<file path="src/rtl/asr_pkg.sv">
package asr_pkg;
    // Frame geometry
    localparam int unsigned FRAME_BITS    = 16;
    localparam logic [4:0]  FRAME_LEN     = 5'h10;       // Rising edges in a good frame
    localparam logic [4:0]  CNT_MAX       = 5'h1f;       // Edge counter saturates here
    // Request field positions
    localparam int unsigned TAG1_POS      = 15;
    localparam int unsigned TAG0_POS      = 14;
    localparam int unsigned READ_FLAG_POS = 13;
    localparam int unsigned TAG2_POS      = 12;
    // Response field positions
    localparam int unsigned PARITY_POS    = 12;
    // Response kinds
    localparam logic [1:0]  KIND_NORMAL   = 2'h1;
    localparam logic [1:0]  KIND_SELF     = 2'h2;
    localparam logic [1:0]  KIND_EXC      = 2'h3;
    // Exception status code used for sensor error reports (no value is defined)
    localparam logic [1:0]  EXC_KIND_SENS = 2'h0;
    // Response word before the first completed read: only the parity bit set
    localparam logic [15:0] RESP_RESET    = 16'h1000;
    // Control values after reset
    localparam logic [1:0]  POLICY_RESET  = 2'h0;
    localparam logic        FLAG_RESET    = 1'h0;

    // Output freeze policies
    typedef enum logic [1:0] {
        POL_ALL  = 2'h0,   // Freeze both until all four registers read
        POL_CHAN = 2'h1,   // Freeze one channel until its pair is read
        POL_MSB  = 2'h2,   // Freeze both until both high parts read
        POL_FREE = 2'h3    // Continuous update
    } asr_policy_type;

    // Frame tracker states, one-hot
    typedef enum logic [1:0] {
        ST_IDLE = 2'b01,
        ST_BUSY = 2'b10
    } asr_frame_type;
endpackage : asr_pkg

</file>
<file path="src/rtl/asr_pin_if.sv">
`timescale 1ns/1ps
interface asr_pin_if;
    logic sck_rise;  // Filtered serial clock rose
    logic sck_fall;  // Filtered serial clock fell
    logic ss_fall;   // Select asserted
    logic ss_rise;   // Select released
    logic mosi;      // Filtered serial data in

    modport sync (output sck_rise, sck_fall, ss_fall, ss_rise, mosi);
    modport core (input  sck_rise, sck_fall, ss_fall, ss_rise, mosi);
endinterface : asr_pin_if

</file>
<file path="src/rtl/asr_pin_sync.sv">
`timescale 1ns/1ps
module asr_pin_sync (
    input  wire logic clk,
    input  wire logic rst_n,
    input  wire logic sck_raw,
    input  wire logic ss_n_raw,
    input  wire logic mosi_raw,
    asr_pin_if.sync   pins
);
    import asr_pkg::*;

    logic [2:0] s1_q, s2_q, s3_q;  // Three-stage chains: {mosi, ss_n, sck}
    logic [2:0] lvl_q, lvl_d;      // Accepted levels
    logic [3:0] edg_q, edg_d;      // Edge pulses: ss_rise, ss_fall, sck_fall, sck_rise

    // A level is accepted only when stages two and three agree
    always_comb begin
        lvl_d = lvl_q;
        for (int i = 0; i < 3; i++) begin
            if (s2_q[i] == s3_q[i]) begin
                lvl_d[i] = s3_q[i];
            end
        end
        edg_d = {lvl_d[1] & ~lvl_q[1], ~lvl_d[1] & lvl_q[1],
                 ~lvl_d[0] & lvl_q[0], lvl_d[0] & ~lvl_q[0]};
    end

    // Idle levels at reset: clock low, select high
    always_ff @(posedge clk or negedge rst_n) begin
        if (!rst_n) begin
            s1_q  <= 3'h2;
            s2_q  <= 3'h2;
            s3_q  <= 3'h2;
            lvl_q <= 3'h2;
            edg_q <= 4'h0;
        end else begin
            s1_q  <= {mosi_raw, ss_n_raw, sck_raw};
            s2_q  <= s1_q;
            s3_q  <= s2_q;
            lvl_q <= lvl_d;
            edg_q <= edg_d;
        end
    end

    // Same latency on every pin keeps data and clock in step
    assign pins.sck_rise = edg_q[0];
    assign pins.sck_fall = edg_q[1];
    assign pins.ss_fall  = edg_q[2];
    assign pins.ss_rise  = edg_q[3];
    assign pins.mosi     = lvl_q[2];
endmodule : asr_pin_sync

</file>
<file path="src/rtl/asr_sample_readout.sv">
`timescale 1ns/1ps
// Overview of operation
// - 16-bit frames, MSB first, mode 0
// - Request bit 13 set means sample read
// - Bits 1:0 pick x/yz, low/high part
// - Request bits 11:4 are ignored
// - Response bits 15:13 carry the tag
// - Bit 12 makes the response odd parity
// - Bits 11:10 say what low bits hold
// - Self-test or compensation off gives kind 10
// - Data right-aligned, upper bits zero-filled
// - Bits 9:8 carry the exception code
// - Exception bits 7:4, 1:0 carry nothing
// - Bit 3 flags read during power-down
// - Bit 2 flags heater loop out of regulation
// - Policy 00: freeze both until four parts read
// - Policy 01: freeze channel until pair read
// - Policy 10: freeze both until both high parts
// - Policy 11: outputs follow every sample; a sample arriving in a read cycle is dropped
// - High part upper ten, low part four bits
// - 14-bit two's complement, 800 counts per g
// - 10-bit use reads high parts only
// - Compensation-off flag disables compensation
// - Sleep request enters power-down
// - All control bits start at zero
module asr_sample_readout #(
    parameter int unsigned SAMPLE_W = 14   // Filter output width
) (
    input  wire logic                    CLK,
    input  wire logic                    RST_N,
    input  wire logic                    SCK,
    input  wire logic                    SS_N,
    input  wire logic                    MOSI,
    output logic                         MISO,
    output logic                         MISO_OE,
    input  wire logic [SAMPLE_W-1:0]     X_SAMPLE,
    input  wire logic [SAMPLE_W-1:0]     YZ_SAMPLE,
    input  wire logic                    SAMPLE_VALID,
    input  asr_pkg::asr_policy_type      FREEZE_POLICY,
    input  wire logic                    SELF_CHECK_ON,
    input  wire logic                    COMP_OFF,
    input  wire logic                    SLEEP_REQUEST,
    input  wire logic                    LOOP_FAULT,
    output logic                         POWER_DOWN,
    output logic                         TEMP_COMP_OFF,
    output logic                         X_FROZEN,
    output logic                         YZ_FROZEN
);
    import asr_pkg::*;

    // Odd parity over the whole word is placed in bit 12
    function automatic logic [15:0] build_resp(input logic [2:0] tag,
                                               input logic [1:0] kind,
                                               input logic [9:0] low);
        logic [15:0] w;
        w             = {tag, 1'b0, kind, low};
        w[PARITY_POS] = ~(^w);
        return w;
    endfunction : build_resp

    asr_pin_if pins ();   // Filtered pin events

    asr_pin_sync u_sync (
        .clk      (CLK),
        .rst_n    (RST_N),
        .sck_raw  (SCK),
        .ss_n_raw (SS_N),
        .mosi_raw (MOSI),
        .pins     (pins.sync)
    );

    // Control copies
    asr_policy_type pol_q,   pol_d;     // Freeze policy
    logic           self_q,  self_d;    // Self-test enabled
    logic           comp_q,  comp_d;    // Compensation off
    logic           sleep_q, sleep_d;   // Power-down
    logic           fault_q, fault_d;   // Heater loop fault

    // Frame tracker
    asr_frame_type  st_q,    st_d;      // Frame state
    logic [4:0]     cnt_q,   cnt_d;     // Rising edges this frame
    logic [15:0]    rx_q,    rx_d;      // Incoming shift
    logic [15:0]    tx_q,    tx_d;      // Outgoing shift
    logic           oe_q,    oe_d;      // MISO driven
    logic [15:0]    req_q,   req_d;     // Last good request
    logic           done_q,  done_d;    // One-cycle: request ready

    // Readout state
    logic [15:0]          resp_q, resp_d;  // Answer for the next frame
    logic [SAMPLE_W-1:0]  xh_q,   xh_d;    // Held x sample
    logic [SAMPLE_W-1:0]  yh_q,   yh_d;    // Held y/z sample
    logic [1:0]           frz_q,  frz_d;   // Frozen: {yz, x}
    logic [3:0]           rd_q,   rd_d;    // Parts read: yzH, xH, yzL, xL

    // Decoded request
    logic                 rd_now;   // Sample read taken this cycle
    logic                 err_now;  // That read reports an error
    logic [2:0]           tag;      // Tag for the response
    logic [3:0]           part;     // One-hot part selected
    logic [9:0]           low10;    // Data field for the response
    logic [SAMPLE_W-1:0]  word;     // Selected held sample

    // Control bits follow the control register; its reset is all zero
    always_comb begin
        pol_d   = FREEZE_POLICY;
        self_d  = SELF_CHECK_ON;
        comp_d  = COMP_OFF;
        sleep_d = SLEEP_REQUEST;
        fault_d = LOOP_FAULT;
    end

    always_ff @(posedge CLK or negedge RST_N) begin
        if (!RST_N) begin
            pol_q   <= asr_policy_type'(POLICY_RESET);
            self_q  <= FLAG_RESET;
            comp_q  <= FLAG_RESET;
            sleep_q <= FLAG_RESET;
            fault_q <= FLAG_RESET;
        end else begin
            pol_q   <= pol_d;
            self_q  <= self_d;
            comp_q  <= comp_d;
            sleep_q <= sleep_d;
            fault_q <= fault_d;
        end
    end

    // Frame: sample on rising, shift out on falling, decide on release
    always_comb begin
        st_d   = st_q;
        cnt_d  = cnt_q;
        rx_d   = rx_q;
        tx_d   = tx_q;
        oe_d   = oe_q;
        req_d  = req_q;
        done_d = 1'b0;
        unique case (st_q)
            ST_IDLE: begin
                if (pins.ss_fall) begin
                    st_d  = ST_BUSY;
                    cnt_d = 5'h0;
                    tx_d  = resp_q;
                    oe_d  = 1'b1;
                end
            end
            ST_BUSY: begin
                if (pins.ss_rise) begin
                    st_d = ST_IDLE;
                    oe_d = 1'b0;
                    // A frame of the wrong length leaves the answer as it was
                    if (cnt_q == FRAME_LEN) begin
                        req_d  = rx_q;
                        done_d = 1'b1;
                    end
                end else begin
                    if (pins.sck_rise) begin
                        rx_d = {rx_q[14:0], pins.mosi};
                        if (cnt_q != CNT_MAX) begin
                            cnt_d = cnt_q + 5'h1;
                        end
                    end
                    // First bit already stands before the first rising edge
                    if (pins.sck_fall && cnt_q != 5'h0) begin
                        tx_d = {tx_q[14:0], 1'b0};
                    end
                end
            end
        endcase
    end

    always_ff @(posedge CLK or negedge RST_N) begin
        if (!RST_N) begin
            st_q   <= ST_IDLE;
            cnt_q  <= 5'h0;
            rx_q   <= 16'h0000;
            tx_q   <= RESP_RESET;
            oe_q   <= 1'b0;
            req_q  <= 16'h0000;
            done_q <= 1'b0;
        end else begin
            st_q   <= st_d;
            cnt_q  <= cnt_d;
            rx_q   <= rx_d;
            tx_q   <= tx_d;
            oe_q   <= oe_d;
            req_q  <= req_d;
            done_q <= done_d;
        end
    end

    // Request decode; bits 11:4 are never looked at
    always_comb begin
        rd_now  = done_q & req_q[READ_FLAG_POS];
        err_now = sleep_q | fault_q;
        tag     = {req_q[TAG2_POS], req_q[TAG1_POS], req_q[TAG0_POS]};
        part    = 4'h1 << req_q[1:0];
        word    = req_q[0] ? yh_q : xh_q;
        // High part: top ten bits; low part: four bits zero-padded
        low10   = req_q[1] ? word[SAMPLE_W-1:SAMPLE_W-10]
                           : {6'h00, word[3:0]};
    end

    // Readout: answer, sample holding and freeze bookkeeping
    always_comb begin
        logic [3:0] rdm;
        logic [1:0] pair;
        rdm    = rd_q | part;
        pair   = req_q[0] ? {rdm[3], rdm[1]} : {rdm[2], rdm[0]};
        resp_d = resp_q;
        frz_d  = frz_q;
        rd_d   = rd_q;
        xh_d   = xh_q;
        yh_d   = yh_q;
        // No capture in the read cycle, or a pair could straddle two samples
        if (SAMPLE_VALID && !rd_now) begin
            if (!frz_q[0]) begin
                xh_d = X_SAMPLE;
            end
            if (!frz_q[1]) begin
                yh_d = YZ_SAMPLE;
            end
        end
        if (pol_q == POL_FREE) begin
            frz_d = 2'h0;
            rd_d  = 4'h0;
        end
        if (rd_now) begin
            if (err_now) begin
                // Error report: unused and reserved bits stay zero
                resp_d = build_resp(tag, KIND_EXC,
                                    {EXC_KIND_SENS, 4'h0,
                                     sleep_q, fault_q, 2'h0});
            end else begin
                resp_d = build_resp(tag, (self_q | comp_q) ? KIND_SELF : KIND_NORMAL,
                                    low10);
                unique case (pol_q)
                    POL_ALL: begin
                        if (&rdm) begin
                            rd_d  = 4'h0;
                            frz_d = 2'h0;
                        end else begin
                            rd_d  = rdm;
                            frz_d = 2'h3;
                        end
                    end
                    POL_CHAN: begin
                        if (&pair) begin
                            rd_d             = req_q[0] ? (rdm & 4'h5) : (rdm & 4'ha);
                            frz_d[req_q[0]]  = 1'b0;
                        end else begin
                            rd_d             = rdm;
                            frz_d[req_q[0]]  = 1'b1;
                        end
                    end
                    POL_MSB: begin
                        // Low-part reads neither freeze nor release here
                        if (req_q[1]) begin
                            if (rdm[3] && rdm[2]) begin
                                rd_d  = 4'h0;
                                frz_d = 2'h0;
                            end else begin
                                rd_d  = rdm;
                                frz_d = 2'h3;
                            end
                        end
                    end
                    POL_FREE: begin
                        frz_d = 2'h0;
                        rd_d  = 4'h0;
                    end
                endcase
            end
        end
    end

    always_ff @(posedge CLK or negedge RST_N) begin
        if (!RST_N) begin
            resp_q <= RESP_RESET;
            xh_q   <= '0;
            yh_q   <= '0;
            frz_q  <= 2'h0;
            rd_q   <= 4'h0;
        end else begin
            resp_q <= resp_d;
            xh_q   <= xh_d;
            yh_q   <= yh_d;
            frz_q  <= frz_d;
            rd_q   <= rd_d;
        end
    end

    // All outputs straight from flops
    assign MISO          = tx_q[FRAME_BITS-1];
    assign MISO_OE       = oe_q;
    assign POWER_DOWN    = sleep_q;
    assign TEMP_COMP_OFF = comp_q;
    assign X_FROZEN      = frz_q[0];
    assign YZ_FROZEN     = frz_q[1];
endmodule : asr_sample_readout

</file>
<file path="config.mk">
export PLATFORM = sky130hd
export DESIGN_NAME = asr_sample_readout
export DESIGN_NICKNAME = d
export VERILOG_FILES = /design/src/rtl/asr_pkg.sv /design/src/rtl/asr_pin_if.sv /design/src/rtl/asr_pin_sync.sv /design/src/rtl/asr_sample_readout.sv
export SDC_FILE = /design/constraint.sdc
export NUM_CORES = 1
export LEC_CHECK = 0
export BUFFER_PORTS_ARGS = -buffer_cell sky130_fd_sc_hd__buf_4
export CORE_ASPECT_RATIO = 0.8
export CORE_UTILIZATION = 47
export DETAILED_ROUTE_END_ITERATION = 10
export GPL_TIMING_DRIVEN = 0
export PLACE_DENSITY = 0.78
export SLEW_MARGIN = 20
export SYNTH_ARGS = -nofsm -noshare
export SYNTH_HDL_FRONTEND = slang
export SYNTH_SLANG_ARGS = --single-unit
</file>
<file path="constraint.sdc">
create_clock -name CLK -period 2.1 [get_ports CLK]
set_clock_uncertainty 0.2 [all_clocks]
set_input_delay 0.105 -clock CLK [delete_from_list [all_inputs] [get_ports CLK]]
set_output_delay 0.105 -clock CLK [all_outputs]
set_load 0.03 [all_outputs]
</file>
==> summary.md <==
| Metric | Value |
|---|---|
| Status | complete, but fails checks |
| Failing checks | negative setup slack |
| Final setup viols | 1 |
| PwrDens | 1012 mW/mm2 |
| Mapped Cells | 413 |
| Finished Layout Cells | 671 |
| Maximum fanout along the worst path | 5 |
| Period utilization | 102.7% |
| Area grow syn2layout | 33.14% |
| Worst hold path depth | 4 |
| Max-slew violations | 0 |
| Syn_area_per_cell | 12.33 um2 |
| CTS max path bufs | 2 |
| Core area | 0.01041 mm2 |
| Clk sink count | 118 |
| Die area | 0.01126 mm2 |
| Htree depth | 4 |
| Data arrival, critical path | 2280 ps |
| Fmax | 463.6 MHz |
| Layout cells sized above 1 | 34.27% |
| Setup TNS Final | -57.19 ps |
| Unrepaired setup endpoints after global routing | true |
| Pin count of the biggest net entering global routing | 119 |
| Top-count cell post-synth | dfrtp_1 |
| Measured slew at the worst slew-check pin | 914.8 ps |
| # DRC | 0 |
| IO buf count | 45 |
| Fraction of registers with async set/reset | 100.0% |
| TritonCTS buffer count | 17 |
| Max IR drop VDD | 0.6985 mV |
| Rel. slew slack | 39.01% |
| CTS root buf | clkbuf_16 |
| GP Congestion | 0.8172 |
| Min Tclk post-route | 2157 ps |
| Avg Vias per Cell | 5.353 |
| Antenna cells | 0 |
| Post-synthesis register bit count | 118 |
| Seq/Total Area, Yosys | 58.16% |
| Initial antenna violation count | 0 |
| Worst setup margin | -57.19 ps |
| Detailed Place HPWL | 7.102 mm |
| Synth Cell Area | 0.005092 mm2 |
| Vias in the first global route | 3772 |
| Final hold vios | 0 |
| Total wire length | 11.28 mm |
| Post-place setup slack | -177.4 ps |
| WL/cell | 16.80 um |
| CTS tree | built |
| Worst hold path type | in2reg |
| Nets | 563 |
| Starting Density | 48.94% |
| Synth area leader | dfrtp_1 |
| Critical path class | reg2reg |
| Worst skew pair latency | 410 ps |
| Ys Warns | 0 |
| Dominant cells by area after synthesis | dfrtp_1 55%, mux2_2 12%, nand2_1 4.1%, dfstp_2 3.6%, a31oi_1 2.1% |
| Pleak | 3.069 nW |
| Post-synth EDFFs | 0 |
| Die width | 118.4 um |
| Gr ovfl total | 0 |
| Antenna Nets Post-Route | 0 |
| CP Data Required Time | 2230 ps |
| Startpoint Class | register |
| Syn_nets | 457 |
| Commonest cells in the netlist | 111 x dfrtp_1, 55 x nand2_1, 54 x mux2_2 |
| Primary FF master, synth | dfrtp_1 |
| Max cap viols | 0 |
| Ports | 46 |
| Rows | 33 |
| Core Util, Final | 65.16% |
| DRT Pass-1 Iters | 4 |
| Detailed Route Iter0 Violations | 289 |
| Die height | 95.10 um |
| Detailed-route via count | 3592 |
| Share of the synthesized area in the top cell type | 54.55% |
| Crit end category | register |
| First-pass GRT wire length | 18.62 mm |
| Unique masters post-synth | 47 |
| Worst Reg-to-Reg Cells | 6 |
| Clock slew seen by the registers of the worst setup and hold paths | 50 ps |
| Total track usage | 21.73% |
| DP Cell Count | 598 |
[sequential cells by signal, indices dropped and copies added (netlist names), 3 cells and up]
register      count
resp_q           16
rx_q             16
tx_q             16
xh_q             14
yh_q             14
req_q             6
cnt_q             5
rd_q              4
u_sync.edg_q      4
u_sync.lvl_q      3
u_sync.s1_q       3
u_sync.s2_q       3
u_sync.s3_q       3
[routing by layer]
metal	vias to the layer above	wire (um)	GRT usage, %
met5	-	0	0
met2	94	5581	36.03
met1	1809	5017	27.64
li1	1673	-	-
met4	0	112	6.857
met3	16	564	6.699
[cell families (layout without fill, tap and decap cells)]
family | Yosys count | count (layout) | synth area share (%)
mux | 68 | 68 | 15.68
simple gates | 112 | 112 | 10.37
compound gates | 68 | 68 | 8.428
xor+xnor | 14 | 14 | 3.513
fa+ha+maj | 7 | 7 | 1.573
buf+inv | 26 | 144 | 2.285
flops | 118 | 118 | 58.16
[power by group]
group          internal (mW)  switching (mW)
combinational          0.520           0.472
clock                   2.09           0.983
sequential              2.59           0.202
[area by class of cell]
type / instances / area [um2]
buffer: 15 / 91.34
clock buffer: 22 / 484.2
clock inverter: 9 / 147.6
fill: 790 / 3625
inverter: 9 / 33.78
multi-input combinational: 269 / 2113
sequential: 118 / 2962
tap: 140 / 175.2
timing repair buffer: 89 / 773.2
[path summary, 6_finish.rpt]
| path | endpoint | slack (ps) | start |
|---|---|---|---|
| setup / recovery | resp_q[12] | -60 | req_q[0] |
| hold / removal | xh_q[2] | 40 | SAMPLE_VALID |
| setup reg to reg | resp_q[12] | -60 | req_q[0] |
| hold reg to reg | u_sync.s2_q[2] | 140 | u_sync.s1_q[2] |
| max in group asynchronous | pol_q[0] | 880 | RST_N |
| min in group asynchronous | u_sync.edg_q[2] | 170 | RST_N |
[timing repair]
action | CTS | global route
setup buffers | 6 | 0
resized for setup | 11 | 24
hold buffers | 38 | 0
pin swaps | 4 | 1
hold endpoints to repair | 148 | 0
setup endpoints to repair | 51 | 53
[placed cells by master (no fill, tap or decap), drive strengths merged, types with 3 or more instances in the layout]
cell type / instances
inv: 9
nor2b: 5
clkbuf: 29
mux2i: 10
xor2: 5
clkinv: 4
dfstp: 7
xnor3: 4
bufinv: 4
mux2: 54
dlygate4sd3: 38
o21ai: 19
nor2: 28
nor3b: 4
nand3: 5
o22a: 3
nand2: 55
a31oi: 17
mux4: 4
and3: 3
ha: 4
maj3: 3
a21oi: 14
xnor2: 5
buf: 59
dfrtp: 111
[critical path: stages (launching register included)]
cell	delay, ps
dfrtp_1	380
buf_6	140
mux4_2	540
xnor3_2	270
xnor2_2	160
a31o_1	200
a31oi_2	180
[through the flow]
step           hold slack (ps)  cell area [um2]  total power [mW]
2_1_floorplan           -390.6             5099             3.354
3_3_place_gp             14.49             5612             3.598
3_5_place_dp             15.61             5615             3.667
4_1_cts                  36.82             6706             6.845
5_1_grt                  43.99             6780             7.150
6_report                 44.47             6780             6.861
No activity file was read; power rests on OpenSTA's default activity.
